`config.mk`:
```
export PLATFORM = sky130hd
export DESIGN_NAME = rivm_top
export DESIGN_NICKNAME = d
export VERILOG_FILES = /design/src/shared/rivm_pkg.sv /design/src/verilog/rivm_top.sv /design/src/verilog/rivm_vec_addr.sv
export SDC_FILE = /design/constraint.sdc
export NUM_CORES = 1
export LEC_CHECK = 0
export ABC_CLOCK_PERIOD_IN_PS = 1600
export CAP_MARGIN = 15
export CORE_ASPECT_RATIO = 0.75
export CORE_MARGIN = 8
export CORE_UTILIZATION = 55
export CTS_BUF_LIST = sky130_fd_sc_hd__clkbuf_16
export DETAILED_ROUTE_END_ITERATION = 16
export DONT_BUFFER_PORTS = 1
export PLACE_DENSITY = 0.78
export SKIP_LAST_GASP = 1
export SYNTH_ARGS = -nofsm -noshare
export SYNTH_HDL_FRONTEND = slang
export SYNTH_HIERARCHICAL = 1
export SYNTH_SLANG_ARGS = --single-unit
```
`constraint.sdc`:
```
create_clock -name mclk -period 1.6 [get_ports mclk]
set_input_delay 0.32 -clock mclk [delete_from_list [all_inputs] [get_ports mclk]]
set_output_delay 0.32 -clock mclk [all_outputs]
set_load 0.01 [all_outputs]
```
`src/shared/rivm_pkg.sv`:
```
// package: constants, offsets and state codes of the reset and interrupt vector map
package rivm_pkg;

    // ----------------------------------------------------------------
    // widths and counts
    // ----------------------------------------------------------------
    localparam int AW      = 17;
    localparam int VNW     = 5;
    localparam int NUM_VEC = 31;
    localparam int NUM_IRQ = 30;

    // ----------------------------------------------------------------
    // reset values and fixed addresses, in instruction words
    // ----------------------------------------------------------------
    localparam logic [AW-1:0]  BOOT_START_DEF = 17'h1F000;
    localparam logic [AW-1:0]  RESET_ADDR     = 17'h00000;
    localparam logic [AW-1:0]  VEC_STRIDE     = 17'h00002;
    localparam logic [AW-1:0]  IVT_START      = 17'h00002;
    localparam logic [VNW-1:0] VEC_RESET      = 5'h01;
    localparam logic [VNW-1:0] VEC_FIRST_IRQ  = 5'h02;
    localparam logic [VNW-1:0] VEC_WDT        = 5'h09;
    localparam logic [VNW-1:0] VEC_LAST       = 5'h1F;
    localparam logic           FUSE_UNPROG    = 1'b1;

    // ----------------------------------------------------------------
    // base-table offsets per source; request bit i sits at IVT_START + 2*i
    // ----------------------------------------------------------------
    localparam logic [AW-1:0] OFS_EXT_PIN_0       = 17'h00002;
    localparam logic [AW-1:0] OFS_EXT_PIN_1       = 17'h00004;
    localparam logic [AW-1:0] OFS_EXT_PIN_2       = 17'h00006;
    localparam logic [AW-1:0] OFS_PIN_CHANGE_0    = 17'h00008;
    localparam logic [AW-1:0] OFS_PIN_CHANGE_1    = 17'h0000A;
    localparam logic [AW-1:0] OFS_PIN_CHANGE_2    = 17'h0000C;
    localparam logic [AW-1:0] OFS_PIN_CHANGE_3    = 17'h0000E;
    localparam logic [AW-1:0] OFS_WATCHDOG        = 17'h00010;
    localparam logic [AW-1:0] OFS_T2_COMPARE_A    = 17'h00012;
    localparam logic [AW-1:0] OFS_T2_COMPARE_B    = 17'h00014;
    localparam logic [AW-1:0] OFS_T2_OVERFLOW     = 17'h00016;
    localparam logic [AW-1:0] OFS_T1_CAPTURE      = 17'h00018;
    localparam logic [AW-1:0] OFS_T1_COMPARE_A    = 17'h0001A;
    localparam logic [AW-1:0] OFS_T1_COMPARE_B    = 17'h0001C;
    localparam logic [AW-1:0] OFS_T1_OVERFLOW     = 17'h0001E;
    localparam logic [AW-1:0] OFS_T0_COMPARE_A    = 17'h00020;
    localparam logic [AW-1:0] OFS_T0_COMPARE_B    = 17'h00022;
    localparam logic [AW-1:0] OFS_T0_OVERFLOW     = 17'h00024;
    localparam logic [AW-1:0] OFS_SERIAL_PERIPH   = 17'h00026;
    localparam logic [AW-1:0] OFS_PORT0_RX_DONE   = 17'h00028;
    localparam logic [AW-1:0] OFS_PORT0_TX_EMPTY  = 17'h0002A;
    localparam logic [AW-1:0] OFS_PORT0_TX_DONE   = 17'h0002C;
    localparam logic [AW-1:0] OFS_ANALOG_CMP      = 17'h0002E;
    localparam logic [AW-1:0] OFS_CONVERTER_DONE  = 17'h00030;
    localparam logic [AW-1:0] OFS_EEPROM_READY    = 17'h00032;
    localparam logic [AW-1:0] OFS_TWO_WIRE_DONE   = 17'h00034;
    localparam logic [AW-1:0] OFS_SELF_PROGRAM    = 17'h00036;
    localparam logic [AW-1:0] OFS_PORT1_RX_DONE   = 17'h00038;
    localparam logic [AW-1:0] OFS_PORT1_TX_EMPTY  = 17'h0003A;
    localparam logic [AW-1:0] OFS_PORT1_TX_DONE   = 17'h0003C;

    // ----------------------------------------------------------------
    // dispatch states
    // ----------------------------------------------------------------
    typedef enum logic [1:0] {
        RIVM_S_BOOT = 2'b00,
        RIVM_S_IDLE = 2'b01,
        RIVM_S_CALC = 2'b10
    } rivm_state_t;

endpackage

```
`src/verilog/rivm_top.sv`:
```
// reset and interrupt vector map: picks a request and presents its fetch address
//
// Function
// - each vector spans two instruction words; neighbouring addresses differ by two
// - reset fetches at zero with fuse unprogrammed, else at boot start
// - select bit set moves the interrupt table to the boot section start
// - relocated vector address is base-table address plus boot start
// - vectors begin at two, or boot start plus two; reset follows fuse
// - reset location and table location are chosen independently
// - pin, power-on, brown-out and watchdog resets share vector one
// - external pin requests 0..2 use offsets 0x02, 0x04, 0x06
// - pin-change requests 0..3 use offsets 0x08 to 0x0E
// - timer 2 compare a, compare b, overflow use 0x12, 0x14, 0x16
// - timer 1 capture, compare a, compare b, overflow use 0x18 to 0x1E
// - timer 0 compare a, compare b, overflow use 0x20, 0x22, 0x24
// - serial peripheral transfer done uses offset 0x26, vector 20
// - first serial port rx done, tx empty, tx done use 0x28 to 0x2C
// - self-programming ready uses offset 0x36, vector 28
// - second serial port rx done, tx empty, tx done use 0x38 to 0x3C
// - watchdog 0x10, comparator 0x2E, converter 0x30, eeprom 0x32, two-wire 0x34
// - fuse value one means unprogrammed, zero means programmed
// - dispatching the watchdog vector clears the watchdog flag in hardware
`timescale 1ns/1ps
module rivm_top
    import rivm_pkg::*;
#(
    parameter logic [AW-1:0] BOOT_START = BOOT_START_DEF,
    parameter int            N_IRQ      = NUM_IRQ
) (
    input  wire logic              mclk,
    input  wire logic              rstn,
    input  wire logic              boot_reset_fuse,
    input  wire logic              vector_table_select,
    input  wire logic [N_IRQ-1:0]  irq_req,
    input  wire logic              irq_ack,
    output logic                   irq_pending_r,
    output logic                   vec_valid_r,
    output logic      [VNW-1:0]    vec_num_r,
    output logic      [AW-1:0]     vec_addr_r,
    output logic                   watchdog_irq_flag_clr_r
);

    rivm_state_t    state_r;
    rivm_state_t    state_nxt;
    logic [VNW-1:0] win_w;
    logic           any_req_w;
    logic           take_w;

    // ----------------------------------------------------------------
    // request selection
    // ----------------------------------------------------------------
    // lowest vector number wins, so the loop runs downward and the last hit stays
    always_comb begin
        win_w = VEC_FIRST_IRQ;
        for (int i = N_IRQ - 1; i >= 0; i--) begin
            if (irq_req[i]) begin
                win_w = VNW'(i + 2);
            end
        end
    end

    assign any_req_w = |irq_req;
    assign take_w    = (state_r == RIVM_S_IDLE) && irq_ack && any_req_w;

    // ----------------------------------------------------------------
    // dispatch state machine
    // ----------------------------------------------------------------
    always_comb begin
        state_nxt = state_r;
        unique case (state_r)
            RIVM_S_BOOT: begin
                state_nxt = RIVM_S_CALC;
            end
            RIVM_S_IDLE: begin
                if (take_w) begin
                    state_nxt = RIVM_S_CALC;
                end
            end
            RIVM_S_CALC: begin
                state_nxt = RIVM_S_IDLE;
            end
            default: begin
                state_nxt = RIVM_S_IDLE;
            end
        endcase
    end

    always_ff @(posedge mclk or negedge rstn) begin
        if (!rstn) begin
            state_r <= RIVM_S_BOOT;
        end else begin
            state_r <= state_nxt;
        end
    end

    // every reset cause comes back here through rstn, hence one shared vector
    always_ff @(posedge mclk or negedge rstn) begin
        if (!rstn) begin
            vec_num_r <= VEC_RESET;
        end else if (take_w) begin
            vec_num_r <= win_w;
        end
    end

    // ----------------------------------------------------------------
    // address calculation
    // ----------------------------------------------------------------
    rivm_vec_addr #(
        .BOOT_START (BOOT_START)
    ) u_vec_addr (
        .mclk                (mclk),
        .rstn                (rstn),
        .vec_num             (vec_num_r),
        .boot_reset_fuse     (boot_reset_fuse),
        .vector_table_select (vector_table_select),
        .vec_addr_r          (vec_addr_r)
    );

    // ----------------------------------------------------------------
    // outputs toward the core
    // ----------------------------------------------------------------
    // valid lands together with the address, which takes one edge to settle
    always_ff @(posedge mclk or negedge rstn) begin
        if (!rstn) begin
            vec_valid_r <= 1'b0;
        end else begin
            vec_valid_r <= (state_r == RIVM_S_CALC);
        end
    end

    always_ff @(posedge mclk or negedge rstn) begin
        if (!rstn) begin
            watchdog_irq_flag_clr_r <= 1'b0;
        end else begin
            watchdog_irq_flag_clr_r <= (state_r == RIVM_S_CALC) && (vec_num_r == VEC_WDT);
        end
    end

    // pending lags the requests by one edge; a stale ack is simply ignored
    always_ff @(posedge mclk or negedge rstn) begin
        if (!rstn) begin
            irq_pending_r <= 1'b0;
        end else begin
            irq_pending_r <= any_req_w;
        end
    end

    logic [AW-1:0] exp_off_w;
    assign exp_off_w = AW'({vec_num_r - VEC_RESET, 1'b0});
endmodule

```
`src/verilog/rivm_vec_addr.sv`:
```
// vector address register: reset address or table base plus twice (vector - 1)
`timescale 1ns/1ps
module rivm_vec_addr
    import rivm_pkg::*;
#(
    parameter logic [AW-1:0] BOOT_START = BOOT_START_DEF
) (
    input  wire logic            mclk,
    input  wire logic            rstn,
    input  wire logic [VNW-1:0]  vec_num,
    input  wire logic            boot_reset_fuse,
    input  wire logic            vector_table_select,
    output logic      [AW-1:0]   vec_addr_r
);

    logic [AW-1:0] offset_w;
    logic [AW-1:0] vec_addr_nxt;

    // ----------------------------------------------------------------
    // address arithmetic
    // ----------------------------------------------------------------
    always_comb begin
        offset_w = AW'({vec_num - VEC_RESET, 1'b0});
        if (vec_num == VEC_RESET) begin
            // reset looks at the fuse only, never at the table select
            vec_addr_nxt = (boot_reset_fuse == FUSE_UNPROG) ? RESET_ADDR : BOOT_START;
        end else if (vector_table_select) begin
            vec_addr_nxt = BOOT_START + offset_w;
        end else begin
            vec_addr_nxt = offset_w;
        end
    end

    // recomputed every cycle so a select change shows one edge later
    always_ff @(posedge mclk or negedge rstn) begin
        if (!rstn) begin
            vec_addr_r <= RESET_ADDR;
        end else begin
            vec_addr_r <= vec_addr_nxt;
        end
    end

endmodule
```
==> results of run 1 <==
-- cell families (layout without fill, tap and decap cells) --
group	Yosys count	in the layout	synth area share, %
AOI/OAI and AO/OA	29	29	19.52
muxes	3	3	3.037
adders and majority gates	2	2	2.169
DFF	16	16	34.82
buffers and inverters	21	23	10.41
and+or+nand+nor	52	52	29.72
other	1	7	0.3251
-- cell type report --
cell class / count / area [sq um]
repair buffers: 9 / 70.07
fillers: 165 / 678.2
well taps: 24 / 30.03
flip-flops and latches: 16 / 401.6
multi-input cells: 93 / 700.7
inverters: 10 / 37.54
clock inverters: 1 / 3.754
clock buffers: 3 / 75.07
-- per-stage QoR --
| stage | TNS (ns) | utilization, % | cells | total power (W) |
|---|---|---|---|---|
| 6_report | 0 | 66.04 | 156 | 0.001545 |
| 5_1_grt | 0 | 66.04 | 156 | 0.001629 |
| 4_1_cts | 0 | 66.04 | 156 | 0.001568 |
| 3_5_place_dp | -0.2405 | 61.59 | 151 | 0.001068 |
| 3_3_place_gp | -0.03905 | 61.59 | 151 | 0.001037 |
| 2_1_floorplan | 0 | - | 130 | 0.0009836 |
-- metal layers --
layer | global-route usage [%] | vias to the layer above | part of all wire (%) | wire length (um)
met3 | 8.451 | 4 | 10 | 275
met2 | 25.46 | 27 | 51 | 1401
li1 | - | 451 | - | -
met5 | 0 | - | 0 | 0
met4 | 4.286 | 0 | 1.1 | 31
met1 | 15.93 | 434 | 38 | 1034
-- layout by cell type, fill, tap and decap left out, drive strengths merged, types with 2 or more instances in the layout --
master / netlist / routed
clkbuf: 0 / 3
nand2: 9 / 9
a21oi: 6 / 6
o211ai: 2 / 2
nor4: 8 / 8
nor2: 11 / 11
conb: 1 / 7
o31ai: 2 / 2
nor2b: 4 / 4
inv: 10 / 10
o21bai: 2 / 2
o21ai: 6 / 6
nand2b: 3 / 3
buf: 11 / 8
dfrtp: 15 / 15
or3: 3 / 3
a211oi: 2 / 2
nor3: 7 / 7
ha: 2 / 2
o311ai: 3 / 3
or4: 2 / 2
mux2i: 2 / 2
-- sequential cells by signal, indices dropped and copies added, names as in the netlist --
register / flops
irq_pending_r: 1
state_r: 2
watchdog_irq_flag_clr_r: 1
vec_valid_r: 1
vec_num_r: 5
u_vec_addr/vec_addr_r: 6
-- worst max path at each step --
stage	startpoint	end	cells after the start
global placement	irq_req[6]	state_r[1]	6
global route	irq_req[6]	state_r[1]	6
finish	vec_num_r[0]	u_vec_addr/vec_addr_r[5]	4
detailed placement	irq_req[25]	vec_num_r[1]	6
floorplan	irq_req[9]	vec_num_r[1]	3
CTS	vec_num_r[0]	u_vec_addr/vec_addr_r[5]	4
-- power by group --
part           internal (W)  switching, W
clock              0.000331      0.000152
combinational      0.000177      0.000175
sequential         0.000540      0.000170
total               0.00105      0.000497
-- worst register-to-register path: cells and delay by family (launching register included) --
kind	cells	cell delay, ns
simple gates	1	0.10
buf+inv	1	0.07
fa+ha+maj	1	0.23
flops	1	0.62
mux	1	0.31
==> flow_summary.yaml, run 1 <==
logic_synthesis:
  ys_top_cells_by_area: "dfrtp_1 33%, buf_4 7.2%, nor4_4 5.5%"
  synth.distinct_cells: 43
  synth_cells: 124
  yosys_warnings: 6
  synth_ff_type: "dfrtp_1"
  netlist_area_sq_mm: 0.001154
  synth.most_common_cell: "dfrtp_1"
  avgSynthCellArea_sq_um: 9.303
  synthArstFlopShare_pct: 100.0
  synth_seq_cells: 16
  netlist.area_leader.share_pct: 32.54
  synth_commonest_cells: "15 x dfrtp_1, 11 x buf_4, 11 x nor2_1, 9 x inv_1, 9 x nand2_1"
  ys_seq_area_share_pct: 34.82
  yosysTopAreaCell: "dfrtp_1"
  synth_edf_count: 0
floorplan:
  die_height_um: 55.66
  coreArea_sq_mm: 0.001997
  die_w_um: 68.89
  die_area_sq_mm: 0.003834
  io-pin-count: 60
  initial_utilization_pct: 57.77
  rows: 14
status:
  outcome: "finished clean"
critical_path:
  end_kind: "flop"
  path_delay_family: "flip-flops"
  startpoint_type: "flop"
  r2r_cells: 4
  r2r-end: "u_vec_addr/vec_addr_r[5]"
  cp_data_required_time_ns: 1.73
  crit_buf_inv: 1
  crit_type: "flop to flop"
  path_cells: "inv_1 -> ha_1 -> nand2_1 -> mux2_4"
  slowest_stage: "dfstp_2"
  max_stage_delay_ns: 0.62
  cp_max_fo: 7
  rr_startpoint: "vec_num_r[0]"
  cp.arrival_ns: 1.57
  rrSetupSlack_ns: 0.16
timing:
  skew_ns: 0.002418
  hold_viol_final: 0
  fin_ws_ns: 0.1576
  worstMarginPinSlew_ns: 0.7128
  rsz0062_at_grt: "no"
  setup_viol: 0
  fmax_mhz: 693.3
  slew_violations: 0
  post-route-period-util_pct: 90.15
  period_needed_ns: 1.442
  hold-worst-slack_ns: 0.1377
  max-slew-margin-rel_pct: 52.33
power_and_ir_drop:
  vdd_drop_max_mv: 1.494
  p_per_area_mw_per_mm2: 1172
  p_leak_nw: 0.5342
place:
  place.gp.congestion: 0.7984
  place_area_sq_mm: 0.001230
  pre_cts_slack_ns: -0.07112
  dpl.hpwl_mm: 2.349
  portBuffers: 0
route:
  drc: 0
  drtAntennaViolNets: 0
  first_iter_violations: 48
  drt-total-wl_mm: 2.742
  vias: 916
  drtPass1Iterations: 4
  vias_per_cell: 5.872
  wire_per_inst_um: 17.58
global_route:
  grt_pass1_vias: 1005
  overflow: 0
  grt_max_degree: 17
  grt_util_all_layers_pct: 15.31
  grt_pass1_wl_mm: 4.560
  antenna_found_initial: 0
cts:
  ctsHoldBuffers: 1
  cts_sinks: 16
  cts_tree: "done"
  cts.repair.resized: 0
  clk_pin_slew_worst_paths_ns: 0.05
  cts-root-buf: "clkbuf_16"
  clock_latency_ns: 0.25
  htreeDepth: 1
  cts_max_path_buffers: 2
  cts_setup_buffers: 0
  cts_inserted_buffers: 3
worst_hold_path:
  hold_path_class: "primary input to flop"
  whs_path_depth: 1
  hold_start: "irq_req[0]"
  hold_end: "vec_num_r[0]"
finish:
  nets: 170
  n_antenna_cell: 0
  area_growth_pct: 14.32
  final_cell_area_sq_mm: 0.001319
  drive_gt1_share_pct: 22.73
flow_run:
  cap_violations: 0
(Power assumes the default switching activity.)
==> run 2, diff against run 1 <==
- ABC_CLOCK_PERIOD_IN_PS: 1600 -> 1520
- clock period: 1.6 -> 1.52 ns (I/O delays scaled with it)
==> run 2 against run 1 <==
Compared with the run above: clock skew barely moved; cell count rose by 1.9%; critical path type is now primary input to flop; sequential power rose by 2%; core utilization rose by 2.1 points; worst setup slack got worse by 0.033 ns.
==> flow_summary.yaml, run 2 (synthesis gave the netlist of run 1 again) <==
flow_run:
  cap_violations: 0
route:
  wire_per_inst_um: 17.23
  drtPass1Iterations: 4
  vias_per_cell: 5.906
  drc: 0
  first_iter_violations: 39
  drt-total-wl_mm: 2.739
  drtAntennaViolNets: 0
  vias: 939
critical_path:
  end_kind: "flop"
  max_stage_delay_ns: 0.34
  crit_type: "primary input to flop"
  slowest_stage: "o311ai_4"
  path_delay_family: "simple AND/OR/NAND/NOR gates"
  path_cells: "nor4_4 -> nand4_2 -> o311ai_4 -> buf_4 -> a2111oi_4 -> a21oi_2"
  crit_buf_inv: 1
  cp.arrival_ns: 1.57
  startpoint_type: "primary input"
  cp_max_fo: 5
  cp_data_required_time_ns: 1.70
global_route:
  overflow: 0
  grt_pass1_vias: 973
  antenna_found_initial: 0
  grt_util_all_layers_pct: 14.04
  grt_max_degree: 17
  grt_pass1_wl_mm: 4.291
cts:
  cts.repair.resized: 0
  cts_setup_buffers: 0
  cts_sinks: 16
  cts_inserted_buffers: 3
  cts-root-buf: "clkbuf_16"
  clock_latency_ns: 0.24
  clk_pin_slew_worst_paths_ns: 0.05
  cts_tree: "done"
  ctsHoldBuffers: 1
  cts_max_path_buffers: 2
  htreeDepth: 1
timing:
  worstMarginPinSlew_ns: 0.7041
  rsz0062_at_grt: "no"
  hold_viol_final: 0
  period_needed_ns: 1.396
  hold-worst-slack_ns: 0.1250
  skew_ns: 0.002395
  setup_viol: 0
  max-slew-margin-rel_pct: 52.91
  fmax_mhz: 716.4
  slew_violations: 0
  fin_setup_tns_ns: 0
  post-route-period-util_pct: 91.83
place:
  place.gp.congestion: 0.7861
  dpl.hpwl_mm: 2.292
  portBuffers: 0
finish:
  seq_area_sq_um: 401.6
  drive_gt1_share_pct: 25.19
  reg.largest.list: "u_vec_addr/vec_addr_r (6), vec_num_r (5), state_r (2)"
  multi_input_area_sq_um: 720.7
  n_antenna_cell: 0
  layout_commonest_cell: "dfrtp_1"
  nets: 173
  nFillCells: 155
  area_growth_pct: 18.00
  largest_register: "u_vec_addr/vec_addr_r"
  layout_common_cells: "15 x dfrtp_1, 11 x nor2_1, 11 x buf_4"
  largest_reg_flops: 6
floorplan:
  io-pin-count: 60
  coreArea_sq_mm: 0.001997
  initial_utilization_pct: 57.77
  die_w_um: 68.89
  die_height_um: 55.66
  die_area_sq_mm: 0.003834
  rows: 14
worst_hold_path:
  hold_path_class: "primary input to flop"
power_and_ir_drop:
  p_leak_nw: 0.5505
  finalPower_w: 0.001647
  p_per_area_mw_per_mm2: 1210
  vdd_drop_max_mv: 1.117
status:
  outcome: "finished clean"
run 2: cell type report:
type / count / area share (%)
Sequential cell: 16 / 29.50
Tap cell: 24 / 2.206
Multi-Input combinational cell: 93 / 52.94
Timing Repair Buffer: 12 / 6.801
Clock buffer: 3 / 5.515
Inverter: 10 / 2.757
Clock inverter: 1 / 0.2757
run 2: power by group:
part           leakage [nW]  total (W)  internal [W]  switching, W
combinational         0.317   0.000419      0.000210      0.000209
sequential            0.195   0.000724      0.000567      0.000157
clock                0.0385   0.000503      0.000348      0.000155
total                 0.550    0.00165       0.00113      0.000521
run 2: path summary, 6_finish.rpt:
path	from	endpoint	depth (start not counted)	slack [ns]
hold reg to reg	state_r[0]	vec_valid_r	1	0.46
setup reg to reg	state_r[1]	vec_num_r[2]	4	0.14
min in group asynchronous	rstn	u_vec_addr/vec_addr_r[1]	1	0.55
setup / recovery	irq_req[6]	vec_num_r[1]	6	0.12
max in group asynchronous	rstn	vec_num_r[2]	1	0.52
hold / removal	irq_req[0]	vec_num_r[0]	1	0.12
run 2: worst register-to-register path, stage by stage, from the launching register on:
cell	delay, ns
dfrtp_1	0.38
nor2b_1	0.20
o311ai_4	0.17
buf_4	0.18
o41ai_1	0.32
run 2: layer usage:
layer | part of all wire [%] | GRT usage, %
met5 | 0 | 0
met4 | 0.51 | 2.571
met1 | 39 | 17.17
met3 | 13 | 6.640
met2 | 47 | 21.78
run 2: metrics by stage:
step	instance area [sq um]	util, %	worst slack (ns)	std cells
2_1_floorplan	1242	-	-0.03742	130
3_3_place_gp	1272	63.72	-0.08251	154
3_5_place_dp	1272	63.72	-0.1238	154
4_1_cts	1361	68.17	0.1112	159
5_1_grt	1361	68.17	0.01800	159
6_report	1361	68.17	0.1242	159
==> run 3, diff against run 2 <==
- ABC_CLOCK_PERIOD_IN_PS: 1520 -> 1190
- PLACE_DENSITY: 0.78 -> 0.81
- clock period: 1.52 -> 1.19 ns (I/O delays scaled with it)
==> run 3 against run 2 <==
Compared with the run above: the run now ends with setup timing left; hold slack worse by 0.072 ns; sequential power up 24%; count of clock-buffer cells in the layout unchanged; die area stayed put; sequential share of layout area is 3.3 points lower; first-iteration DRC count up 79%; clock skew is 0.0012 ns lower; cell count is 8.2% higher; clock power is 31% higher; core utilization up 8.5 points; total power grew 50%; critical endpoint unchanged.
==> flow_summary.yaml, run 3 (synthesis gave the netlist of run 1 again) <==
place:
  placed_cells: 163
  pre_cts_slack_ns: -0.3049
  dpl.hpwl_mm: 2.469
  portBuffers: 0
  place_area_sq_mm: 0.001374
  place.gp.congestion: 0.7467
finish:
  largest_register: "u_vec_addr/vec_addr_r"
  layout_commonest_cell: "buf_4"
  largest_reg_flops: 6
  n_antenna_cell: 0
  final_util_pct: 76.63
  layout_common_cells: "20 x buf_4, 15 x dfrtp_1, 11 x nor2_1"
  nFillCells: 132
  area_growth_pct: 32.65
  reg.largest.list: "u_vec_addr/vec_addr_r (6), vec_num_r (5), state_r (2)"
  drive_gt1_share_pct: 37.84
  layout.cells.non_filler: 172
  final_cell_area_sq_mm: 0.001530
  nets: 186
floorplan:
  die_area_sq_mm: 0.003834
  rows: 14
  coreArea_sq_mm: 0.001997
  initial_utilization_pct: 57.77
  die_height_um: 55.66
  die_w_um: 68.89
  io-pin-count: 60
global_route:
  grt_max_degree: 17
  grt_pass1_vias: 1131
  grt_pass1_wl_mm: 5.154
  overflow: 0
  grt_util_all_layers_pct: 17.41
  antenna_found_initial: 0
timing:
  setup_viol: 12
  fmax_mhz: 771.7
  rsz0062_at_grt: "yes"
  period_needed_ns: 1.296
  fin_setup_tns_ns: -0.8413
  hold_viol_final: 0
  skew_ns: 0.001190
  slew_violations: 0
  fin_ws_ns: -0.1058
  worstMarginPinSlew_ns: 0.6962
  max-slew-margin-rel_pct: 53.44
  post-route-period-util_pct: 108.9
cts:
  cts-root-buf: "clkbuf_16"
  cts_tree: "done"
  cts_sinks: 16
  clock_latency_ns: 0.25
  cts_max_path_buffers: 2
  cts_inserted_buffers: 3
  htreeDepth: 1
  clk_pin_slew_worst_paths_ns: 0.05
status:
  violations: "setup timing"
  outcome: "complete, but fails checks"
worst_hold_path:
  hold_path_class: "primary input to flop"
route:
  drtAntennaViolNets: 0
  vias: 1047
  vias_per_cell: 6.087
  drt-total-wl_mm: 3.363
  first_iter_violations: 70
  drtPass1Iterations: 4
  drc: 0
  wire_per_inst_um: 19.55
flow_run:
  cap_violations: 0
critical_path:
  rrSetupSlack_ns: -0.11
  crit_type: "flop to flop"
  cp_max_fo: 3
  startpoint_type: "flop"
  cp.arrival_ns: 1.41
  cp_data_required_time_ns: 1.30
  end_kind: "flop"
power_and_ir_drop:
  p_leak_nw: 0.6210
  p_per_area_mw_per_mm2: 1614
  vdd_drop_max_mv: 1.501
run 3: worst max-delay path, cell delays in order (launching register included):
cell and delay [ns]:
dfrtp_1 0.38, nor2b_2 0.18, o311ai_4 0.14, buf_4 0.17
a2111oi_4 0.20, a21oi_2 0.09
run 3: worst paths after layout:
check / startpoint / to / cells past startpoint
worst min register to register: state_r[0] / vec_valid_r / 2
min in group asynchronous: rstn / u_vec_addr/vec_addr_r[15] / 1
worst min-delay path: irq_req[0] / vec_num_r[0] / 1
worst max register to register: state_r[1] / vec_num_r[1] / 5
worst max-delay path: state_r[1] / vec_num_r[1] / 5
max in group asynchronous: rstn / irq_pending_r / 1
run 3: final cells by class:
type                    instances  area [sq um]  area share [%]
inverters                      10         37.54           2.453
clock buffers                   3         75.07           4.906
multi-input cells              93         777.0           50.78
clock inverters                 1         3.754          0.2453
repair buffers                 25         205.2           13.41
well taps                      24         30.03           1.962
flip-flops and latches         16         401.6           26.25
run 3: layer usage:
metal	up-vias	global-route usage, %	wire, um
met3	8	6.237	292
li1	482	-	-
met4	0	9.429	81
met5	-	0	0
met1	504	20.02	1313
met2	53	26.90	1676
run 3: where the power goes:
group | internal (W) | total (W) | switching (W)
clock network | 0.000446 | 0.000658 | 0.000212
registers | 0.000725 | 0.000898 | 0.000172
logic | 0.000485 | 0.000914 | 0.000429
run 3: repair_timing:
item                                    4_1_cts  5_1_grt
hold endpoints to repair                     16        0
setup buffers                                 1        3
hold buffers                                  1        0
resized for setup                             3        6
endpoints found under the setup margin       10       14
pin swaps                                     0        1
run 3: stage by stage:
step / hold WS [ns] / power (W)
after global placement: -0.05721 / 0.001626
after detailed placement: -0.05724 / 0.001652
after CTS: 0.05028 / 0.002385
after floorplan: -0.05759 / 0.001380
final: 0.05276 / 0.002470
after global routing: 0.05023 / 0.002579
